<file path="config.mk">
export PLATFORM = sky130hd
export DESIGN_NAME = bip_ports
export DESIGN_NICKNAME = d
export VERILOG_FILES = /design/src/design/bip_pkg.sv /design/src/design/bip_irq_if.sv /design/src/design/bip_edge_irq.sv /design/src/design/bip_ports.sv
export SDC_FILE = /design/constraint.sdc
export NUM_CORES = 1
export LEC_CHECK = 0
export BUFFER_PORTS_ARGS = -buffer_cell sky130_fd_sc_hd__buf_4
export CAP_MARGIN = 5
export CORE_MARGIN = 2
export CORE_UTILIZATION = 51
export CTS_CLUSTER_DIAMETER = 100
export CTS_CLUSTER_SIZE = 12
export DETAILED_ROUTE_END_ITERATION = 6
export MAX_ROUTING_LAYER = met4
export PLACE_DENSITY_LB_ADDON = 0.12
export SLEW_MARGIN = 0
export SYNTH_ARGS = -nofsm -noshare
export SYNTH_HDL_FRONTEND = slang
export SYNTH_HIERARCHICAL = 1
export SYNTH_SLANG_ARGS = --single-unit
</file>
<file path="constraint.sdc">
create_clock -name I_CORE_CLK -period 1.75 [get_ports I_CORE_CLK]
set_input_delay 0.175 -clock I_CORE_CLK [delete_from_list [all_inputs] [get_ports I_CORE_CLK]]
set_output_delay 0.175 -clock I_CORE_CLK [all_outputs]
set_load 0.02 [all_outputs]
</file>
<file path="src/design/bip_pkg.sv">
// shared constants and types of the bidirectional i/o port block
package bip_pkg;

  typedef logic [3:0] bip_nibble_type;

  // primary (data) and auxiliary (control) share these addresses; port a has a primary register only
  localparam logic [3:0] ADDR_PORT_A = 4'h1;
  localparam logic [3:0] ADDR_PORT_B = 4'h2;
  localparam logic [3:0] ADDR_PORT_C = 4'h5;

  // port a carries nibble bits 0 and 3 only
  localparam int PA_WIDTH  = 2;
  localparam int PA_BIT_LO = 0;
  localparam int PA_BIT_HI = 3;
  localparam int NIB_WIDTH = 4;
  localparam int PC_CTRL_WIDTH = 8;
  localparam int PC_CODE_WIDTH = 2;

  // reset values
  localparam logic [1:0] PA_LATCH_RST = 2'h3;
  localparam logic [3:0] PB_DATA_RST  = 4'hf;
  localparam logic [3:0] PB_DIR_RST   = 4'hf;
  localparam logic [3:0] PC_DATA_RST  = 4'hf;
  localparam logic [7:0] PC_CTRL_RST  = 8'hff;
  localparam logic [3:0] NIB_ZERO     = 4'h0;

  // two-bit pin code of port c: bit 1 is the high mode bit, bit 0 the low
  typedef enum logic [1:0] {
    PIN_OUT      = 2'b00,
    PIN_IN_RISE  = 2'b01,
    PIN_IN_FALL  = 2'b10,
    PIN_IN_QUIET = 2'b11
  } bip_pin_mode_type;

  // which nibble of the byte-wide control register comes next
  typedef enum logic {
    NIB_LO = 1'b0,
    NIB_HI = 1'b1
  } bip_nib_type;

endpackage

</file>
<file path="src/design/bip_irq_if.sv">
// carrier between the port block and its edge interrupt detector
`timescale 1ns/1ns
interface bip_irq_if;
  logic [3:0] pin_lvl;
  logic [7:0] mode;
  logic       irq_a;
  logic       irq_b;

  modport src (output pin_lvl, output mode, input irq_a, input irq_b);
  modport det (input pin_lvl, input mode, output irq_a, output irq_b);
endinterface

</file>
<file path="src/design/bip_edge_irq.sv">
// edge interrupt detector for the interrupt-capable port
`timescale 1ns/1ns
module bip_edge_irq (
  input  wire logic     i_clk,
  input  wire logic     i_rst_n,
  input  wire logic     i_ce,
  bip_irq_if.det        irq
);
  import bip_pkg::*;

  typedef struct packed {
    logic [3:0] prev;
    logic       irq_a;
    logic       irq_b;
  } bip_edge_state_type;

  bip_edge_state_type state_q;
  bip_edge_state_type state_d;

  function automatic logic pin_edge(input logic [1:0] code, input logic now, input logic was);
    logic hit;
    hit = 1'b0;
    case (bip_pin_mode_type'(code))
      PIN_IN_RISE: hit = now & ~was;
      PIN_IN_FALL: hit = ~now & was;
      default:     hit = 1'b0;
    endcase
    return hit;
  endfunction

  always_comb begin
    logic [3:0] edges;
    edges   = 4'h0;
    state_d = state_q;
    if (i_ce) begin
      for (int i = 0; i < NIB_WIDTH; i++) begin
        edges[i] = pin_edge(irq.mode[PC_CODE_WIDTH*i +: PC_CODE_WIDTH],
                            irq.pin_lvl[i], state_q.prev[i]);
      end
      state_d.prev  = irq.pin_lvl;
      // pins 0/1 share one request line, pins 2/3 the other
      state_d.irq_a = |edges[1:0];
      state_d.irq_b = |edges[3:2];
    end
  end

  always_ff @(posedge i_clk or negedge i_rst_n) begin
    if (!i_rst_n) begin
      state_q <= '{prev: PC_DATA_RST, irq_a: 1'b0, irq_b: 1'b0};
    end else begin
      state_q <= state_d;
    end
  end

  assign irq.irq_a = state_q.irq_a;
  assign irq.irq_b = state_q.irq_b;

endmodule // bip_edge_irq

</file>
<file path="src/design/bip_ports.sv">
// bidirectional i/o ports: auto-direction, per-bit direction and interrupt-capable port
// Summary of operation
// - four-bit ports carry four bits; two-bit port carries nibble bits 0 and 3
// - data register at primary address, control register at auxiliary same address
// - auto-direction port: output instruction selects output, input instruction input
// - output instruction stores data in latches and drives pins right after
// - after reset auto-direction latches are all ones and port is input
// - input instruction on auto-direction port returns pin levels, not latches
// - per-bit direction port: control bit one is input, zero is output
// - per-bit direction port data and control reset to all ones
// - reading per-bit port data returns pin levels even for outputs
// - during reset bit 0 of per-bit port gets strong pull-up
// - during reset bit 0 of per-bit port has its pull-down switched off
// - interrupt port pins feed two requests, each maskable, rising or falling
// - interrupt port control register holds interrupt and direction per pin
// - byte control register loaded by two writes, low nibble first
// - pin code: 11 quiet input, 01 rising, 10 falling, 00 output
// - first write configures pins 0 and 1, second pins 2 and 3
`timescale 1ns/1ns
module bip_ports (
  input  wire logic                       I_CORE_CLK,
  input  wire logic                       I_RST_N,
  input  wire logic                       I_CE,
  // core i/o instruction port
  input  wire logic [3:0]                 I_IO_ADDR,
  input  wire logic                       I_IO_AUX,
  input  wire logic                       I_IO_WR,
  input  wire logic                       I_IO_RD,
  input  wire bip_pkg::bip_nibble_type    I_IO_WDATA,
  output            bip_pkg::bip_nibble_type O_IO_RDATA,
  output logic                            O_IO_RVALID,
  // port a: auto-direction, index 0 is nibble bit 0, index 1 is nibble bit 3
  input  wire logic [1:0]                 I_PA_PIN,
  output logic      [1:0]                 O_PA_OUT,
  output logic      [1:0]                 O_PA_OE,
  // port b: per-bit direction
  input  wire bip_pkg::bip_nibble_type    I_PB_PIN,
  output            bip_pkg::bip_nibble_type O_PB_OUT,
  output            bip_pkg::bip_nibble_type O_PB_OE,
  output logic                            O_PB0_STRONG_PU,
  output logic                            O_PB0_PULLDOWN_EN,
  // port c: per-bit direction with edge interrupts
  input  wire bip_pkg::bip_nibble_type    I_PC_PIN,
  output            bip_pkg::bip_nibble_type O_PC_OUT,
  output            bip_pkg::bip_nibble_type O_PC_OE,
  output logic                            O_IRQ_A,
  output logic                            O_IRQ_B
);
  import bip_pkg::*;

  typedef struct packed {
    logic [1:0]     pa_sync1;
    logic [1:0]     pa_sync2;
    bip_nibble_type pb_sync1;
    bip_nibble_type pb_sync2;
    bip_nibble_type pc_sync1;
    bip_nibble_type pc_sync2;
    logic [1:0]     pa_latch;
    logic [1:0]     pa_oe;
    bip_nibble_type pb_data;
    bip_nibble_type pb_dir;
    bip_nibble_type pb_oe;
    bip_nibble_type pc_data;
    logic [7:0]     pc_ctrl;
    bip_nibble_type pc_oe;
    bip_nib_type    nib;
    bip_nibble_type rdata;
    logic           rvalid;
    logic           pb0_strong_pu;
    logic           pb0_pd_en;
    logic [2:0]     warm;
  } bip_state_type;

  // edge detection stays masked until the pin synchronisers hold real samples
  localparam logic [2:0] WARM_RST = 3'h0;

  localparam bip_state_type STATE_RST = '{
    pa_sync1:      PA_LATCH_RST,
    pa_sync2:      PA_LATCH_RST,
    pb_sync1:      PB_DATA_RST,
    pb_sync2:      PB_DATA_RST,
    pc_sync1:      PC_DATA_RST,
    pc_sync2:      PC_DATA_RST,
    pa_latch:      PA_LATCH_RST,
    pa_oe:         2'h0,
    pb_data:       PB_DATA_RST,
    pb_dir:        PB_DIR_RST,
    pb_oe:         NIB_ZERO,
    pc_data:       PC_DATA_RST,
    pc_ctrl:       PC_CTRL_RST,
    pc_oe:         NIB_ZERO,
    nib:           NIB_LO,
    rdata:         NIB_ZERO,
    rvalid:        1'b0,
    pb0_strong_pu: 1'b1,
    pb0_pd_en:     1'b0,
    warm:          WARM_RST
  };

  logic          rst_sync1_q;
  logic          rst_sync2_q;
  bip_state_type state_q;
  bip_state_type state_d;

  bip_irq_if irq_bus ();

  // an instruction hits a register when address and primary/auxiliary select match
  function automatic logic reg_hit(input logic [3:0] addr, input logic aux,
                                   input logic [3:0] want, input logic want_aux);
    return (addr == want) && (aux == want_aux);
  endfunction

  // a port c pin drives only with code 00
  function automatic bip_nibble_type pc_drive(input logic [7:0] ctrl);
    bip_nibble_type oe;
    oe = NIB_ZERO;
    for (int i = 0; i < NIB_WIDTH; i++) begin
      oe[i] = (bip_pin_mode_type'(ctrl[PC_CODE_WIDTH*i +: PC_CODE_WIDTH]) == PIN_OUT);
    end
    return oe;
  endfunction

  // spread the two port a bits onto their nibble positions
  function automatic bip_nibble_type pa_to_nibble(input logic [1:0] pa);
    bip_nibble_type nib;
    nib = NIB_ZERO;
    nib[PA_BIT_LO] = pa[0];
    nib[PA_BIT_HI] = pa[1];
    return nib;
  endfunction

  // reset release through two flops; assertion still acts at once
  always_ff @(posedge I_CORE_CLK or negedge I_RST_N) begin
    if (!I_RST_N) begin
      rst_sync1_q <= 1'b0;
      rst_sync2_q <= 1'b0;
    end else begin
      rst_sync1_q <= 1'b1;
      rst_sync2_q <= rst_sync1_q;
    end
  end

  always_comb begin
    logic wr_pa;
    logic rd_pa;
    logic wr_pb_dat;
    logic wr_pb_ctl;
    logic wr_pc_dat;
    logic wr_pc_ctl;
    logic rd_pb;
    logic rd_pc;
    wr_pa     = 1'b0;
    rd_pa     = 1'b0;
    wr_pb_dat = 1'b0;
    wr_pb_ctl = 1'b0;
    wr_pc_dat = 1'b0;
    wr_pc_ctl = 1'b0;
    rd_pb     = 1'b0;
    rd_pc     = 1'b0;
    state_d   = state_q;

    if (I_CE) begin
      // pin synchronisers; only the second stage is read below
      state_d.pa_sync1 = I_PA_PIN;
      state_d.pa_sync2 = state_q.pa_sync1;
      state_d.pb_sync1 = I_PB_PIN;
      state_d.pb_sync2 = state_q.pb_sync1;
      state_d.pc_sync1 = I_PC_PIN;
      state_d.pc_sync2 = state_q.pc_sync1;
      state_d.warm     = {state_q.warm[1:0], 1'b1};

      // reset-only pad controls fall back once reset is over
      state_d.pb0_strong_pu = 1'b0;
      state_d.pb0_pd_en     = 1'b1;

      // address decode
      if (reg_hit(I_IO_ADDR, I_IO_AUX, ADDR_PORT_A, 1'b0)) begin
        wr_pa = I_IO_WR;
        rd_pa = I_IO_RD;
      end else if (reg_hit(I_IO_ADDR, I_IO_AUX, ADDR_PORT_B, 1'b0)) begin
        wr_pb_dat = I_IO_WR;
        rd_pb     = I_IO_RD;
      end else if (reg_hit(I_IO_ADDR, I_IO_AUX, ADDR_PORT_B, 1'b1)) begin
        wr_pb_ctl = I_IO_WR;
      end else if (reg_hit(I_IO_ADDR, I_IO_AUX, ADDR_PORT_C, 1'b0)) begin
        wr_pc_dat = I_IO_WR;
        rd_pc     = I_IO_RD;
      end else if (reg_hit(I_IO_ADDR, I_IO_AUX, ADDR_PORT_C, 1'b1)) begin
        wr_pc_ctl = I_IO_WR;
      end

      // port a: direction follows the last instruction, whole port at once
      if (wr_pa) begin
        state_d.pa_latch = {I_IO_WDATA[PA_BIT_HI], I_IO_WDATA[PA_BIT_LO]};
        state_d.pa_oe    = 2'h3;
      end else if (rd_pa) begin
        state_d.pa_oe = 2'h0;
      end

      // port b
      if (wr_pb_dat) begin
        state_d.pb_data = I_IO_WDATA;
      end
      if (wr_pb_ctl) begin
        state_d.pb_dir = I_IO_WDATA;
        state_d.pb_oe  = ~I_IO_WDATA;
      end

      // port c
      if (wr_pc_dat) begin
        state_d.pc_data = I_IO_WDATA;
      end
      if (wr_pc_ctl) begin
        case (state_q.nib)
          NIB_LO: begin
            state_d.pc_ctrl[NIB_WIDTH-1:0] = I_IO_WDATA;
            state_d.nib                    = NIB_HI;
          end
          NIB_HI: begin
            state_d.pc_ctrl[PC_CTRL_WIDTH-1:NIB_WIDTH] = I_IO_WDATA;
            state_d.nib                                = NIB_LO;
          end
          default: begin
            state_d.nib = NIB_LO;
          end
        endcase
      end
      // one code per pin sets both direction and interrupt mode
      state_d.pc_oe = pc_drive(state_d.pc_ctrl);

      // data reads show synchronised pin levels, other reads return zero; control registers are write-only
      state_d.rvalid = I_IO_RD;
      if (rd_pa) begin
        state_d.rdata = pa_to_nibble(state_q.pa_sync2);
      end else if (rd_pb) begin
        state_d.rdata = state_q.pb_sync2;
      end else if (rd_pc) begin
        state_d.rdata = state_q.pc_sync2;
      end else if (I_IO_RD) begin
        state_d.rdata = NIB_ZERO;
      end
    end
  end

  always_ff @(posedge I_CORE_CLK or negedge rst_sync2_q) begin
    if (!rst_sync2_q) begin
      state_q <= STATE_RST;
    end else begin
      state_q <= state_d;
    end
  end

  // edge detection sees the synchronised pins and the live control codes
  assign irq_bus.pin_lvl = state_q.pc_sync2;
  // the stale reset level of the chain would otherwise look like an edge after reset
  assign irq_bus.mode    = state_q.warm[2] ? state_q.pc_ctrl : PC_CTRL_RST;

  bip_edge_irq u_edge_irq (
    .i_clk   (I_CORE_CLK),
    .i_rst_n (rst_sync2_q),
    .i_ce    (I_CE),
    .irq     (irq_bus.det)
  );

  assign O_IO_RDATA        = state_q.rdata;
  assign O_IO_RVALID       = state_q.rvalid;
  assign O_PA_OUT          = state_q.pa_latch;
  assign O_PA_OE           = state_q.pa_oe;
  assign O_PB_OUT          = state_q.pb_data;
  assign O_PB_OE           = state_q.pb_oe;
  assign O_PB0_STRONG_PU   = state_q.pb0_strong_pu;
  assign O_PB0_PULLDOWN_EN = state_q.pb0_pd_en;
  assign O_PC_OUT          = state_q.pc_data;
  assign O_PC_OE           = state_q.pc_oe;
  assign O_IRQ_A           = irq_bus.irq_a;
  assign O_IRQ_B           = irq_bus.irq_b;

endmodule // bip_ports

</file>
==> run metrics <==
proportion of layout cells with a drive suffix above 1=54.3%; Synth area leader=dfstp_2; kind of launch point of the worst setup path=register; Internal Dissipation=~2.9 mW; CTS H-tree lvls=3; initial cell density of the core=53.6%; Core Util, Final=62.9%; worst setup slack for register-to-register paths=around 0.33 ns; number of DRC violations after detailed-routing iteration 0=65; global routing usage summed across all routing layers=18.6%; area of placed instances=3560 µm²; mean post-synth cell area=approximately 13 µm²; Yosys warning total=6; syn nets=279; vias in the first global route=2014; drc violations=0; critical path peak fanout=3; Final setup viols=0; Final min period=1.42 ns; Num CTS Buffers=9; placed insts=around 350; detailed-router iteration count before antenna repair=4; required time of the critical path=2.01 ns; number of gates resized after cts=0; routed vias/inst=5.38; gpl congestion=0.819; Worst Path Class, Setup=reg2reg; most instantiated library cell after synthesis=dfstp_2; number of antenna diodes=0; Worst Slack Setup Final=0.327 ns; overall die width=83.6 µm; number of library cell types mapped by synthesis=42; overall routed net length=5880 µm; register area share after synthesis=between 50% and 60%; leakage power=1.63 nW; Place WS=just under 0.3 ns; pin count of the biggest net entering global routing=25; number of standard cells in the final layout excluding fillers=366; cell types with the largest area share after synthesis=dfstp_2 (35%), dfrtp_1 (17%), mux2_2 (9.8%), buf_4 (5.6%), mux2_1 (5.6%); WL per Instance=16.1 µm; post-detailed-placement half-perimeter wirelength=4260 µm; buffers added on ports=52; part of the total power dissipated in combinational logic=16.0%; endpoints failing hold=0; Setup crit end kind=register; NumNets Final=318; Die Span Y=approximately 84 µm; area of all placed cells without fillers=between 3000 and 4000 µm²; TritonCTS clock tree=yes; clock network fraction of design power=34.8%; most used standard cells in the synthesized netlist=dfstp_2 (43), mux2_2 (28), buf_4 (24), dfrtp_1 (22), mux2_1 (16); Cell Pwr Density=1010 nW/µm²; grt total ovfl=0; sum of negative setup slack=0 ns; Synth Cell Area=3230 µm²; number of clock sinks=65; Die Footprint=about 7000 µm²; placeable core region=6030 µm²; setup repair after global routing missed its margin=no; number of top-level pins=53; number of antenna violations at the first check in global routing=0; total of max-cap violations=0; worst min-delay path class=in2reg; signed area change from the synthesized netlist to the final layout=17.3%; max-slew violation count=0; post-synthesis sequential element count=65; root buffer cell=clkbuf_8; cell count after synthesis=247; final worst path period share=81.3%; Skew-Pair Late Insertion Delay=0.34 ns; Placement Rows=28; run status=complete, no violations; CTS max path bufs=2; final worst clock skew=0.00673 ns; clock slew at the register clock pins of the worst setup and hold paths=0.08 ns; most used flip-flop cell after synthesis=dfstp_2; Max Freq=around 0.7 GHz; Peak supply drop=0.614 mV; number of synthesized flops with an enable pin=0; slew at the pin closest to its max-slew limit=0.541 ns; global-route wire length before repair=between 9000 and 10000 µm; switching power summed over all nets=0.991 mW; relative slew slack=64.0%; Sw Ratio=25.8%; number of nets with antenna violations after routing=0; Post-synth ARST share=100%; signal arrival time at the worst endpoint=between 1.5 and 2 ns; area fraction of the dominant cell type after synthesis=a little over a third; Seq pwr share=49.2%; count of vias placed by the detailed router=between 1500 and 2000
[power groups by stage]
stage,combinational (mW),clock (mW),sequential (mW)
after floorplan,0.464,0,1.89
after global placement,0.601,0,1.91
after detailed placement,0.620,0,1.92
after CTS,0.624,1.38,1.89
after global routing,0.670,1.45,1.92
final,0.614,1.34,1.89
[state kept, by name (all words and copies together) (netlist names)]
register,flops
O_PC_OUT,4
O_PB_OUT,4
O_PA_OUT,2
irq_bus.pin_lvl,4
O_IO_RDATA,4
O_PC_OE,4
O_IO_RVALID,1
rst_sync1_q,1
O_PA_OE,1
O_PB_OE,4
u_edge_irq/state_q,4
rst_sync2_q,1
u_edge_irq/irq.irq_a,1
O_PB0_STRONG_PU,1
state_q,28
u_edge_irq/irq.irq_b,1
[what timing repair did]
action,CTS,global route
setup buffers,0,0
hold endpoints to repair,2,0
endpoints found under the setup margin,0,0
hold buffers,1,0
[metal layers]
layer  share of wire, %  up-vias  track usage, %
li1                   -      939               -
met1                 48      978            24.8
met2                 46       43            27.5
met3                4.4        9            5.04
met4                1.5        0            6.89
met5                  0        -               -
[cells by family after synthesis]
logic type	count (synthesis)	synth area share [%]
other	1	0.116
DFF	65	52.0
and+or+nand+nor	51	12.8
adders and majority gates	8	3.10
AOI/OAI and AO/OA	29	6.86
muxes	48	16.6
buffers and inverters	45	8.48
[final timing paths]
path                               startpoint                    to  cells after the start
worst min register to register    rst_sync2_q            O_PB_OE[3]                      0
max in group asynchronous         rst_sync2_q           state_q[48]                      1
worst min-delay path            I_IO_WDATA[1]            O_PB_OE[1]                      2
min in group asynchronous             I_RST_N           rst_sync2_q                      2
worst max-delay path              state_q[21]  u_edge_irq/irq.irq_b                      5
worst max register to register    state_q[21]  u_edge_irq/irq.irq_b                      5
[area by class of cell]
cell class | count | area [µm²]
fill | 482 | 2240
sequential | 65 | 1680
clock inverter | 4 | 50.0
timing repair buffer | 59 | 470
clock buffer | 12 | 165
inverter | 14 | 52.6
tap | 75 | 93.8
multi-input combinational | 137 | 1270
[worst max-delay path, stage by stage, from the launching register on]
cell and delay, ns:
dfstp_2 0.56, nand2b_1 0.14, inv_1 0.05, ha_1 0.28, a21o_1 0.16, a31oi_1 0.16
[layout by cell type, fill, tap and decap left out, types with 3 or more instances in the layout]
cell type and n:
a221o_1 4, nor2b_1 3, mux2_2 28, and2_1 3
a21oi_1 4, ha_1 8, dfstp_2 43, inv_1 13
dfrtp_1 21, mux2i_1 4, a21o_1 4, nand2b_1 9
nand2_1 4, and4bb_2 3, nand3b_1 9, a2111oi_1 4
and4b_1 3, a31oi_1 4, clkbuf_8 12, buf_4 56
mux2_1 16
[metrics by stage]
stage | total power [mW] | hold WS [ns]
2_1_floorplan | 2.35 | -0.121
3_3_place_gp | 2.52 | -0.0425
3_5_place_dp | 2.54 | -0.0402
4_1_cts | 3.89 | 0.0468
5_1_grt | 4.04 | 0.0529
6_report | 3.84 | 0.0547
No activity file was read; power rests on OpenSTA's default activity.
